`config.mk`:
```
export PLATFORM = sky130hd
export DESIGN_NAME = packed_decimal_edit_engine
export DESIGN_NICKNAME = d
export VERILOG_FILES = /design/src/core/packed_decimal_edit_engine.v
export VERILOG_INCLUDE_DIRS = /design/src /design/src/core
export SDC_FILE = /design/constraint.sdc
export NUM_CORES = 2
export LEC_CHECK = 0
export BUFFER_PORTS_ARGS = -buffer_cell sky130_fd_sc_hd__buf_2
export CAP_MARGIN = 20
export CORE_AREA = 2 2 261 263
export DETAILED_ROUTE_END_ITERATION = 6
export DIE_AREA = 0 0 263 265
export MAX_ROUTING_LAYER = met4
export RECOVER_POWER = 100
export SLEW_MARGIN = 15
export SYNTH_ARGS = -nofsm -noshare
export SYNTH_HDL_FRONTEND = slang
export SYNTH_SLANG_ARGS = --single-unit
```
`constraint.sdc`:
```
create_clock -name sys_clk -period 10.55 [get_ports sys_clk]
set_clock_uncertainty 0.15 [all_clocks]
set_input_delay 2.11 -clock sys_clk [delete_from_list [all_inputs] [get_ports sys_clk]]
set_output_delay 2.11 -clock sys_clk [all_outputs]
set_load 0.05 [all_outputs]
```
`src/core/edit_engine_defs.vh`:
```
// Purpose: constants for the packed decimal edit engine
// Assumes: byte addresses on a 32-bit AXI4-Lite register bus
// Notes: definitions only
`ifndef EDIT_ENGINE_DEFS_VH
`define EDIT_ENGINE_DEFS_VH
// register byte offsets
`define REG_CTRL 8'h00
`define REG_STATUS 8'h04
`define REG_SRCLEN 8'h08
`define REG_SRCADDR 8'h0c
`define REG_PATADDR 8'h10
`define REG_DSTADDR 8'h14
`define REG_DIGIT_COUNT 8'h18
`define REG_SOURCE_PTR 8'h1c
`define REG_CHAR_HOLDING 8'h20
`define REG_PATTERN_PTR 8'h24
`define REG_SCRATCH 8'h28
`define REG_DEST_PTR 8'h2c
// control fields
`define CTRL_START 0
`define CTRL_DV 1
// status fields
`define ST_BUSY 0
`define ST_DONE 1
`define ST_ABORT 2
`define ST_FAULT 3
`define ST_OVF_TRAP 4
`define ST_FPD 5
`define ST_C 6
`define ST_V 7
`define ST_Z 8
`define ST_N 9
// limits and characters
`define MAX_SRCLEN 16'h001f
`define CHAR_BLANK 8'h20
`define CHAR_MINUS 8'h2d
`define CHAR_ZERO 8'h30
`define RESP_OKAY 2'h0
`define RESP_SLVERR 2'h2
// pattern operator codes
`define OP_FINISH 8'h00
`define OP_END_FLOAT 8'h01
`define OP_CLR_SIGNIF 8'h02
`define OP_SET_SIGNIF 8'h03
`define OP_STORE_SIGN 8'h04
`define OP_LOAD_FILL 8'h40
`define OP_LOAD_SIGN 8'h41
`define OP_SIGN_IF_POS 8'h42
`define OP_SIGN_IF_NEG 8'h43
`define OP_INSERT_CHAR 8'h44
`define OP_BLANK_IF_NULL 8'h45
`define OP_NEGZERO_FIX 8'h46
`define OP_LEN_ADJUST 8'h47
`define NIB_FILL 4'h8
`define NIB_MOVE 4'h9
`define NIB_FLOAT 4'ha
`endif

```
`src/core/packed_decimal_edit_engine.v`:
```
// Purpose: edit engine turning a packed decimal source into characters under a pattern
// Assumes: one memory port, request held until mem_ready; rdata valid with ready
// Notes: software loads operands and starts the engine over AXI4-Lite
// Behaviour
// - abort before editing when length exceeds 31
// - operators 40-47 fetch next byte as operand
// - 80-AF take repeat count from low nibble
// - reserved code faults, pointer kept, resume flag set
// - sign in bits 15:8, fill in 7:0
// - count holds remaining length and negated zero count
// - pattern pointer addresses faulting operator
// - each store writes one byte, pointer plus one except negzero fix
// - leftover digits after finish cause abort
// - completion restores count, rewinds source, clears registers
// - zero result at completion clears negative code
// - reading past source aborts, count becomes -1
// - leftover-digit abort leaves pointer at finish operator
// - overflow with trap enable raises overflow trap
// - zero count aborts read; negative count supplies zero
// - nibble chosen by count bit 0, pointer advances after low nibble
// - zero, overflow, carry codes track digits and significance
// - insert stores operand if significant, else fill
// - sign loads 42/43 depend on source sign
// - digit move stores fill for insignificant digits
// - blank-if-null overwrites trailing bytes when zero
// - negzero fix overwrites byte operand places back with fill when minus zero
// - fill store writes fill repeat-count times
//
// The register addresses and the AXI4-Lite interface to the registers are this design's own decisions.
`include "edit_engine_defs.vh"
`default_nettype none
module packed_decimal_edit_engine (
  input wire sys_clk, // core clock
  input wire rst, // synchronous reset, active high
  input wire [7:0] s_axi_awaddr, // write address
  input wire s_axi_awvalid, // write address valid
  output wire s_axi_awready, // write address ready
  input wire [31:0] s_axi_wdata, // write data
  input wire [3:0] s_axi_wstrb, // write byte enables
  input wire s_axi_wvalid, // write data valid
  output wire s_axi_wready, // write data ready
  output reg [1:0] s_axi_bresp, // write response
  output reg s_axi_bvalid, // write response valid
  input wire s_axi_bready, // write response ready
  input wire [7:0] s_axi_araddr, // read address
  input wire s_axi_arvalid, // read address valid
  output wire s_axi_arready, // read address ready
  output reg [31:0] s_axi_rdata, // read data
  output reg [1:0] s_axi_rresp, // read response
  output reg s_axi_rvalid, // read data valid
  input wire s_axi_rready, // read data ready
  output reg mem_req, // memory request, held until mem_ready
  output reg mem_we, // 1 store, 0 load
  output reg [31:0] mem_addr, // byte address
  output reg [7:0] mem_wdata, // store byte
  input wire [7:0] mem_rdata, // load byte, valid with mem_ready
  input wire mem_ready // access completes
);
  localparam S_IDLE = 4'h0;
  localparam S_SIGN = 4'h1;
  localparam S_FETCH = 4'h2;
  localparam S_OPND = 4'h3;
  localparam S_EXEC = 4'h4;
  localparam S_DIG = 4'h5;
  localparam S_DRD = 4'h6;
  localparam S_USE = 4'h7;
  localparam S_ST = 4'h8;
  localparam S_NEXT = 4'h9;
  localparam S_FIN = 4'ha;

  reg [31:0] srcaddr_q, pataddr_q, dstaddr_q;
  reg [15:0] srclen_q, tmp1_q;
  reg dv_en_q, start_q;
  reg [31:0] digit_count_q, source_ptr_q, pattern_ptr_q, scratch_q, dest_ptr_q;
  reg [7:0] sign_q, fill_q, op_q, opnd_q, pend_char_q;
  reg [3:0] state_q, dig_q;
  reg n_q, z_q, v_q, c_q, busy_q, done_q, abort_q, fault_q, trap_q, fpd_q, pend_q;
  reg aw_got_q, w_got_q;
  reg [7:0] aw_addr_q;
  reg [31:0] w_data_q;

  wire [31:0] char_holding = {16'h0000, sign_q, fill_q};
  wire [7:0] cnt = scratch_q[7:0];
  wire [7:0] dig_char = `CHAR_ZERO + {4'h0, dig_q};
  wire dig_nz = (dig_q != 4'h0);
  wire [3:0] op_hi = op_q[7:4];

  // legal operator check at decode time
  function op_legal;
    input [7:0] op;
    begin
      op_legal = (op <= `OP_STORE_SIGN) || (op[7:3] == 5'b01000) ||
        ((op[7:4] == `NIB_FILL || op[7:4] == `NIB_MOVE || op[7:4] == `NIB_FLOAT) &&
        (op[3:0] != 4'h0));
    end
  endfunction

  // launch one memory access; only one outstanding at a time
  task issue;
    input we;
    input [31:0] a;
    input [7:0] d;
    begin
      mem_req <= 1'b1;
      mem_we <= we;
      mem_addr <= a;
      mem_wdata <= d;
    end
  endtask

  // begin a store; adv selects the pointer increment
  reg st_adv_q;
  task store;
    input [31:0] a;
    input [7:0] ch;
    input adv;
    begin
      issue(1'b1, a, ch);
      st_adv_q <= adv;
      state_q <= S_ST;
    end
  endtask

  // bus handshakes: one write and one read at a time
  assign s_axi_awready = !aw_got_q && !s_axi_bvalid;
  assign s_axi_wready = !w_got_q && !s_axi_bvalid;
  assign s_axi_arready = !s_axi_rvalid;

  // register write side; operand registers only steer the next start
  always @(posedge sys_clk)
  begin
    if (rst)
    begin
      aw_got_q <= 1'b0;
      w_got_q <= 1'b0;
      aw_addr_q <= 8'h00;
      w_data_q <= 32'h0;
      s_axi_bvalid <= 1'b0;
      s_axi_bresp <= `RESP_OKAY;
      dv_en_q <= 1'b0;
      start_q <= 1'b0;
      srclen_q <= 16'h0;
      srcaddr_q <= 32'h0;
      pataddr_q <= 32'h0;
      dstaddr_q <= 32'h0;
    end
    else
    begin
      start_q <= 1'b0;
      if (s_axi_awvalid && s_axi_awready)
      begin
        aw_got_q <= 1'b1;
        aw_addr_q <= s_axi_awaddr;
      end
      if (s_axi_wvalid && s_axi_wready)
      begin
        w_got_q <= 1'b1;
        w_data_q <= s_axi_wdata;
      end
      if (aw_got_q && w_got_q)
      begin
        aw_got_q <= 1'b0;
        w_got_q <= 1'b0;
        s_axi_bvalid <= 1'b1;
        s_axi_bresp <= `RESP_OKAY;
        // byte enables ignored: every field is written as a whole word
        case (aw_addr_q)
          `REG_CTRL:
          begin
            dv_en_q <= w_data_q[`CTRL_DV];
            start_q <= w_data_q[`CTRL_START] && !busy_q;
          end
          `REG_SRCLEN: srclen_q <= w_data_q[15:0];
          `REG_SRCADDR: srcaddr_q <= w_data_q;
          `REG_PATADDR: pataddr_q <= w_data_q;
          `REG_DSTADDR: dstaddr_q <= w_data_q;
          `REG_STATUS, `REG_DIGIT_COUNT, `REG_SOURCE_PTR, `REG_CHAR_HOLDING,
          `REG_PATTERN_PTR, `REG_SCRATCH, `REG_DEST_PTR: s_axi_bresp <= `RESP_OKAY;
          default: s_axi_bresp <= `RESP_SLVERR;
        endcase
      end
      else if (s_axi_bvalid && s_axi_bready)
        s_axi_bvalid <= 1'b0;
    end
  end

  // register read side, answered one cycle after the address
  always @(posedge sys_clk)
  begin
    if (rst)
    begin
      s_axi_rvalid <= 1'b0;
      s_axi_rdata <= 32'h0;
      s_axi_rresp <= `RESP_OKAY;
    end
    else if (s_axi_arvalid && s_axi_arready)
    begin
      s_axi_rvalid <= 1'b1;
      s_axi_rresp <= `RESP_OKAY;
      case (s_axi_araddr)
        `REG_CTRL: s_axi_rdata <= {30'h0, dv_en_q, 1'b0};
        `REG_STATUS: s_axi_rdata <= {22'h0, n_q, z_q, v_q, c_q, fpd_q, trap_q, fault_q, abort_q, done_q, busy_q};
        `REG_SRCLEN: s_axi_rdata <= {16'h0, srclen_q};
        `REG_SRCADDR: s_axi_rdata <= srcaddr_q;
        `REG_PATADDR: s_axi_rdata <= pataddr_q;
        `REG_DSTADDR: s_axi_rdata <= dstaddr_q;
        `REG_DIGIT_COUNT: s_axi_rdata <= digit_count_q;
        `REG_SOURCE_PTR: s_axi_rdata <= source_ptr_q;
        `REG_CHAR_HOLDING: s_axi_rdata <= char_holding;
        `REG_PATTERN_PTR: s_axi_rdata <= pattern_ptr_q;
        `REG_SCRATCH: s_axi_rdata <= scratch_q;
        `REG_DEST_PTR: s_axi_rdata <= dest_ptr_q;
        default:
        begin
          s_axi_rdata <= 32'h0;
          s_axi_rresp <= `RESP_SLVERR;
        end
      endcase
    end
    else if (s_axi_rvalid && s_axi_rready)
      s_axi_rvalid <= 1'b0;
  end

  // edit sequencer: fetch, decode, execute one pattern operator at a time
  always @(posedge sys_clk)
  begin
    if (rst)
    begin
      state_q <= S_IDLE;
      mem_req <= 1'b0;
      mem_we <= 1'b0;
      mem_addr <= 32'h0;
      mem_wdata <= 8'h00;
      digit_count_q <= 32'h0;
      source_ptr_q <= 32'h0;
      pattern_ptr_q <= 32'h0;
      scratch_q <= 32'h0;
      dest_ptr_q <= 32'h0;
      sign_q <= 8'h00;
      fill_q <= 8'h00;
      op_q <= 8'h00;
      opnd_q <= 8'h00;
      pend_char_q <= 8'h00;
      dig_q <= 4'h0;
      tmp1_q <= 16'h0;
      {n_q, z_q, v_q, c_q} <= 4'h0;
      {busy_q, done_q, abort_q, fault_q, trap_q, fpd_q, pend_q, st_adv_q} <= 8'h00;
    end
    else
    begin
      if (mem_req && mem_ready)
        mem_req <= 1'b0;
      case (state_q)
        S_IDLE:
        if (start_q && fpd_q)
        begin
          // resume a faulted edit with all state kept
          {done_q, abort_q, fault_q, trap_q, fpd_q} <= 5'h00;
          busy_q <= 1'b1;
          issue(1'b0, pattern_ptr_q, 8'h00);
          state_q <= S_FETCH;
        end
        else if (start_q)
        begin
          {done_q, abort_q, fault_q, trap_q} <= 4'h0;
          if (srclen_q > `MAX_SRCLEN)
            abort_q <= 1'b1;
          else
          begin
            busy_q <= 1'b1;
            {v_q, c_q, z_q} <= 3'b001;
            digit_count_q <= {16'h0, srclen_q};
            tmp1_q <= srclen_q;
            source_ptr_q <= srcaddr_q;
            pattern_ptr_q <= pataddr_q;
            dest_ptr_q <= dstaddr_q;
            fill_q <= `CHAR_BLANK;
            // the sign nibble sits low in the last source byte
            issue(1'b0, srcaddr_q + {28'h0, srclen_q[4:1]}, 8'h00);
            state_q <= S_SIGN;
          end
        end
        S_SIGN:
        if (mem_ready)
        begin
          n_q <= (mem_rdata[3:0] == 4'hb) || (mem_rdata[3:0] == 4'hd);
          sign_q <= ((mem_rdata[3:0] == 4'hb) || (mem_rdata[3:0] == 4'hd)) ? `CHAR_MINUS : `CHAR_BLANK;
          issue(1'b0, pattern_ptr_q, 8'h00);
          state_q <= S_FETCH;
        end
        S_FETCH:
        if (mem_ready)
        begin
          op_q <= mem_rdata;
          if (!op_legal(mem_rdata))
          begin
            // pointer still on the operator so software can resume
            fault_q <= 1'b1;
            fpd_q <= 1'b1;
            busy_q <= 1'b0;
            state_q <= S_IDLE;
          end
          else if (mem_rdata[7:3] == 5'b01000)
          begin
            pattern_ptr_q <= pattern_ptr_q + 32'h1;
            issue(1'b0, pattern_ptr_q + 32'h1, 8'h00);
            state_q <= S_OPND;
          end
          else
            state_q <= S_EXEC;
        end
        S_OPND:
        if (mem_ready)
        begin
          opnd_q <= mem_rdata;
          state_q <= S_EXEC;
        end
        S_EXEC:
        begin
          state_q <= S_NEXT;
          scratch_q <= {28'h0, op_q[3:0]};
          case (op_q)
            `OP_FINISH:
            if (digit_count_q != 32'h0)
            begin
              abort_q <= 1'b1;
              busy_q <= 1'b0;
              state_q <= S_IDLE;
            end
            else
              state_q <= S_FIN;
            `OP_END_FLOAT:
            if (!c_q)
            begin
              c_q <= 1'b1;
              store(dest_ptr_q, sign_q, 1'b1);
            end
            `OP_CLR_SIGNIF: c_q <= 1'b0;
            `OP_SET_SIGNIF: c_q <= 1'b1;
            `OP_STORE_SIGN: store(dest_ptr_q, sign_q, 1'b1);
            `OP_LOAD_FILL: fill_q <= opnd_q;
            `OP_LOAD_SIGN: sign_q <= opnd_q;
            `OP_SIGN_IF_POS: if (!n_q) sign_q <= opnd_q;
            `OP_SIGN_IF_NEG: if (n_q) sign_q <= opnd_q;
            `OP_INSERT_CHAR: store(dest_ptr_q, c_q ? opnd_q : fill_q, 1'b1);
            `OP_BLANK_IF_NULL:
            if (z_q)
            begin
              // step back, then refill forward to where we were
              scratch_q <= {24'h0, opnd_q};
              dest_ptr_q <= dest_ptr_q - {24'h0, opnd_q};
              store(dest_ptr_q - {24'h0, opnd_q}, fill_q, 1'b1);
            end
            `OP_NEGZERO_FIX:
            if (n_q && z_q)
              store(dest_ptr_q - {24'h0, opnd_q}, fill_q, 1'b0);
            `OP_LEN_ADJUST:
            if (digit_count_q[15:0] > {8'h0, opnd_q})
            begin
              digit_count_q[31:16] <= 16'h0;
              scratch_q <= {16'h0, digit_count_q[15:0] - {8'h0, opnd_q}};
              state_q <= S_DIG;
            end
            else
              digit_count_q[31:16] <= digit_count_q[15:0] - {8'h0, opnd_q};
            default:
            if (op_hi == `NIB_FILL)
              store(dest_ptr_q, fill_q, 1'b1);
            else
              state_q <= S_DIG;
          endcase
        end
        S_DIG:
        if (digit_count_q == 32'h0)
        begin
          // pattern wants more digits than the source holds
          digit_count_q <= 32'hffffffff;
          abort_q <= 1'b1;
          busy_q <= 1'b0;
          state_q <= S_IDLE;
        end
        else if (digit_count_q[31])
        begin
          dig_q <= 4'h0;
          digit_count_q[31:16] <= digit_count_q[31:16] + 16'h1;
          state_q <= S_USE;
        end
        else
        begin
          issue(1'b0, source_ptr_q, 8'h00);
          state_q <= S_DRD;
        end
        S_DRD:
        if (mem_ready)
        begin
          dig_q <= digit_count_q[0] ? mem_rdata[7:4] : mem_rdata[3:0];
          digit_count_q <= digit_count_q - 32'h1;
          if (!digit_count_q[0])
            source_ptr_q <= source_ptr_q + 32'h1;
          state_q <= S_USE;
        end
        S_USE:
        begin
          if (dig_nz)
            z_q <= 1'b0;
          if (op_q == `OP_LEN_ADJUST)
          begin
            if (dig_nz)
              {c_q, v_q} <= 2'b11;
            scratch_q <= scratch_q - 32'h1;
            state_q <= (cnt == 8'h01) ? S_NEXT : S_DIG;
          end
          else if (op_hi == `NIB_MOVE)
          begin
            if (dig_nz)
              c_q <= 1'b1;
            store(dest_ptr_q, (c_q || dig_nz) ? dig_char : fill_q, 1'b1);
          end
          else if (dig_nz && !c_q)
          begin
            // floating sign goes out ahead of the first significant digit
            c_q <= 1'b1;
            pend_q <= 1'b1;
            pend_char_q <= dig_char;
            store(dest_ptr_q, sign_q, 1'b1);
          end
          else
            store(dest_ptr_q, c_q ? dig_char : fill_q, 1'b1);
        end
        S_ST:
        if (mem_ready)
        begin
          if (st_adv_q)
            dest_ptr_q <= dest_ptr_q + 32'h1;
          if (pend_q)
          begin
            pend_q <= 1'b0;
            store(dest_ptr_q + 32'h1, pend_char_q, 1'b1);
          end
          else if ((op_hi == `NIB_FILL || op_q == `OP_BLANK_IF_NULL) && cnt != 8'h01)
          begin
            scratch_q <= scratch_q - 32'h1;
            store(dest_ptr_q + 32'h1, fill_q, 1'b1);
          end
          else if ((op_hi == `NIB_MOVE || op_hi == `NIB_FLOAT) && cnt != 8'h01)
          begin
            scratch_q <= scratch_q - 32'h1;
            state_q <= S_DIG;
          end
          else
            state_q <= S_NEXT;
        end
        S_NEXT:
        begin
          pattern_ptr_q <= pattern_ptr_q + 32'h1;
          issue(1'b0, pattern_ptr_q + 32'h1, 8'h00);
          state_q <= S_FETCH;
        end
        S_FIN:
        begin
          digit_count_q <= {16'h0, tmp1_q};
          source_ptr_q <= source_ptr_q - {28'h0, tmp1_q[4:1]};
          sign_q <= 8'h00;
          fill_q <= 8'h00;
          scratch_q <= 32'h0;
          if (z_q)
            n_q <= 1'b0;
          trap_q <= v_q && dv_en_q;
          done_q <= 1'b1;
          busy_q <= 1'b0;
          state_q <= S_IDLE;
        end
        default: state_q <= S_IDLE;
      endcase
    end
  end
endmodule
`default_nettype wire

```
==> results.toml <==
[outcome]
outcome = "complete, but fails checks"
violations = "design-rule violations, max-capacitance violations, max-slew violations"

[floorplan]
die_h_um = 265
die_w_um = 263
rows = 95
core_mm2 = 0.0668
initial_core_util = 0.445
die-area_mm2 = 0.0697
ioPinCount = 151

[place]
port-buffer-count = 144
place_area_mm2 = 0.0308
pre_cts_slack_ns = 4.78
dp_hpwl_mm = 95.5
gp_congestion = 1.04

[critical_path]
worstPathArrival_ns = 7.97
rr_worst_depth = 16
critPathCaptureType = "register"
worstSetupStartpoint = "rst"
startpoint_type = "input pin"
path_class = "in2reg"
path_max_fanout = 39
cp.required_ns = 10.95
r2r-start = "state_q[1]"

[timing]
slew_viol_final = 456
final.period_utilization = 0.717
rsz0062_at_grt = "false"
hold_violations = 0
tightestPinTransition_ns = 3.92
max_slew_margin = -1.61
clock.fmax_ghz = 0.132
setup_viol = 0
finalCriticalPeriod_ns = 7.56
fin_tns_setup_ns = 0
layout_setup_ws_ns = 2.99

[finish]
final_area_mm2 = 0.0326
fillers = 6864
area_growth_pct = 9.53
nets = 4112
drive_above_1_share = 0.0723

[yosys]
syn_inst = 4047
synth_area_leaders = "dfxtp_1, a21oi_1, nand2_1"
ys_ff_latch = 467
async_flop_share = 0
synth_area_leader_cell = "dfxtp_1"
yosysWarnings = 0
synth_top_area_frac = 0.314
synth_area_per_cell_um2 = 7.35
synth_edf_count = 0
synthesis.area_mm2 = 0.0297
ys.flop_type = "dfxtp_1"
ys_seq_area_frac = 0.314
synth_cell_types = 103

[power_and_ir_drop]
p_leak_nw = 11.2
vdd_ir_drop_max_v = 0.000117
pwr_density_cell_mw_per_mm2 = 124

[drt]
wl_per_cell_um = 26.9
drc = 17
wl_met2_mm = 51.5
routed.top_layer = "met4"
met1_length_mm = 55.8
routed_wl_mm = 132
first_iter_violations = 4972
vias = 32300
wl_met3_mm = 18.5
drtAntennaViolNets = 0
drtPass1Iterations = 7
routed_via_density = 6.59

[clocking]
cts_buffer_depth = 3
clock_sinks = 467
ctsResizeCount = 0
holdBufCountCts = 0
clockRootBuffer = "clkbuf_16"
cts_tree = "yes"
clkLatencyLatePin_ns = 0.66
cts_setup_buffers = 0
cts_buffers = 54
cts.reportedPaths.clkPinSlew_ns = 0.06
h-tree-depth = 2

[min_path]
hold_start = "pend_char_q[4]"
holdCritPathClass = "reg2reg"
holdPathStages = 2

[global_route]
grt-ovfl-total = 0
grt_pass1_vias = 28900
grt_antenna_before_repair = 2
grt_pass1_wl_mm = 194
grt_max_degree = 186
track_usage = 0.375

[run]
drv_cap = 9
-- where the power goes --
group | internal, W | leakage, nW | switching (W)
clock network | 0.00116 | 0.912 | 0.000857
logic | 0.0000583 | 6.50 | 0.000146
registers | 0.00178 | 3.77 | 0.0000343
total | 0.00299 | 11.2 | 0.00104
-- critical path: stages --
cell,delay (ns)
clkbuf_1,1.02
inv_1,1.33
clkbuf_1,1.77
nand3_1,1.30
a21oi_1,0.37
-- path summary, 6_finish.rpt --
kind | end | slack [ns]
hold reg to reg | pend_char_q[4] | 0.30
hold / removal | pend_char_q[4] | 0.30
setup / recovery | scratch_q[16] | 2.99
setup reg to reg | source_ptr_q[31] | 2.99
-- kinds of logic after synthesis --
kind of cell	share of synthesized area
simple gates	0.241
compound gates	0.294
flops	0.314
buf+inv	0.0548
xor+xnor	0.0460
mux	0.0221
fa+ha+maj	0.0275
other cells	0.000126
-- metrics by stage --
stage,total power [W],utilization,hold WS (ns),std cells
2_1_floorplan,0.00197,-,0.270,4048
3_3_place_gp,0.00205,0.462,0.289,4795
3_5_place_dp,0.00205,0.462,0.292,4797
4_1_cts,0.00404,0.490,0.303,4897
5_1_grt,0.00413,0.487,0.326,4899
6_report,0.00403,0.487,0.301,4899
-- flip-flops by register name, summed over array words and instances, names as in the netlist, 8 cells and up --
signal / cells
aw_addr_q: 8
dest_ptr_q: 32
digit_count_q: 32
dstaddr_q: 32
fill_q: 8
mem_addr: 32
mem_wdata: 8
op_q: 8
opnd_q: 8
pataddr_q: 32
pattern_ptr_q: 32
s_axi_rdata: 32
scratch_q: 32
sign_q: 8
source_ptr_q: 32
srcaddr_q: 32
srclen_q: 16
tmp1_q: 16
w_data_q: 32
-- layout make-up --
class	count	area, um2	area share
Multi-Input combinational cell	3168	18800	0.578
Clock buffer	72	1540	0.0473
Timing Repair Buffer	217	1140	0.0351
Tap cell	873	1090	0.0335
Clock inverter	28	339	0.0104
Sequential cell	467	9350	0.287
Antenna cell	1	2.50	0.0000768
Inverter	73	274	0.00841
-- layout by cell type (no fill, tap or decap), types with 25 or more instances in the layout --
cell type	netlist	final
nand2_1	596	596
dfxtp_1	467	467
a21oi_1	463	462
nor2_1	407	396
o21ai_0	223	224
nor3_1	121	116
a22oi_1	105	105
clkbuf_1	297	96
nand3_1	93	93
xnor2_1	87	87
inv_1	71	73
xor2_1	69	69
a211oi_1	61	66
a31oi_1	64	64
buf_4	2	64
mux2i_1	61	61
a221oi_1	61	61
buf_2	13	61
ha_1	59	59
clkbuf_16	0	54
nor4_1	42	42
a22o_1	37	37
a21o_1	38	37
nand4_1	36	36
o211ai_1	32	32
and3_1	30	30
a222oi_1	29	29
nand2b_1	28	28
o22ai_1	26	26
or3_1	25	25
-- synth_stat cells, types with 20 or more instances --
master	instances
nand3_1	93
nand2_1	596
dfxtp_1	467
o22ai_1	26
a22o_1	37
o31ai_1	21
xnor2_1	87
a21oi_1	463
o211ai_1	32
a22oi_1	105
nor4_1	42
ha_1	59
or3_1	25
o21ai_0	223
a222oi_1	29
nand4_1	36
and2_1	31
buf_1	21
and4_1	20
nand2b_1	28
inv_1	71
a21o_1	38
mux2i_1	61
o21a_1	24
clkbuf_1	297
nor3_1	121
a31oi_1	64
nor2_1	407
and3_1	30
a221oi_1	61
a311oi_1	24
xor2_1	69
a211oi_1	61
-- layer usage --
metal	vias to the layer above	track usage
met5	-	-
met4	0	0.154
met3	270	0.108
met2	2059	0.498
met1	15300	0.525
li1	14700	-
No activity file was read; power rests on OpenSTA's default activity.
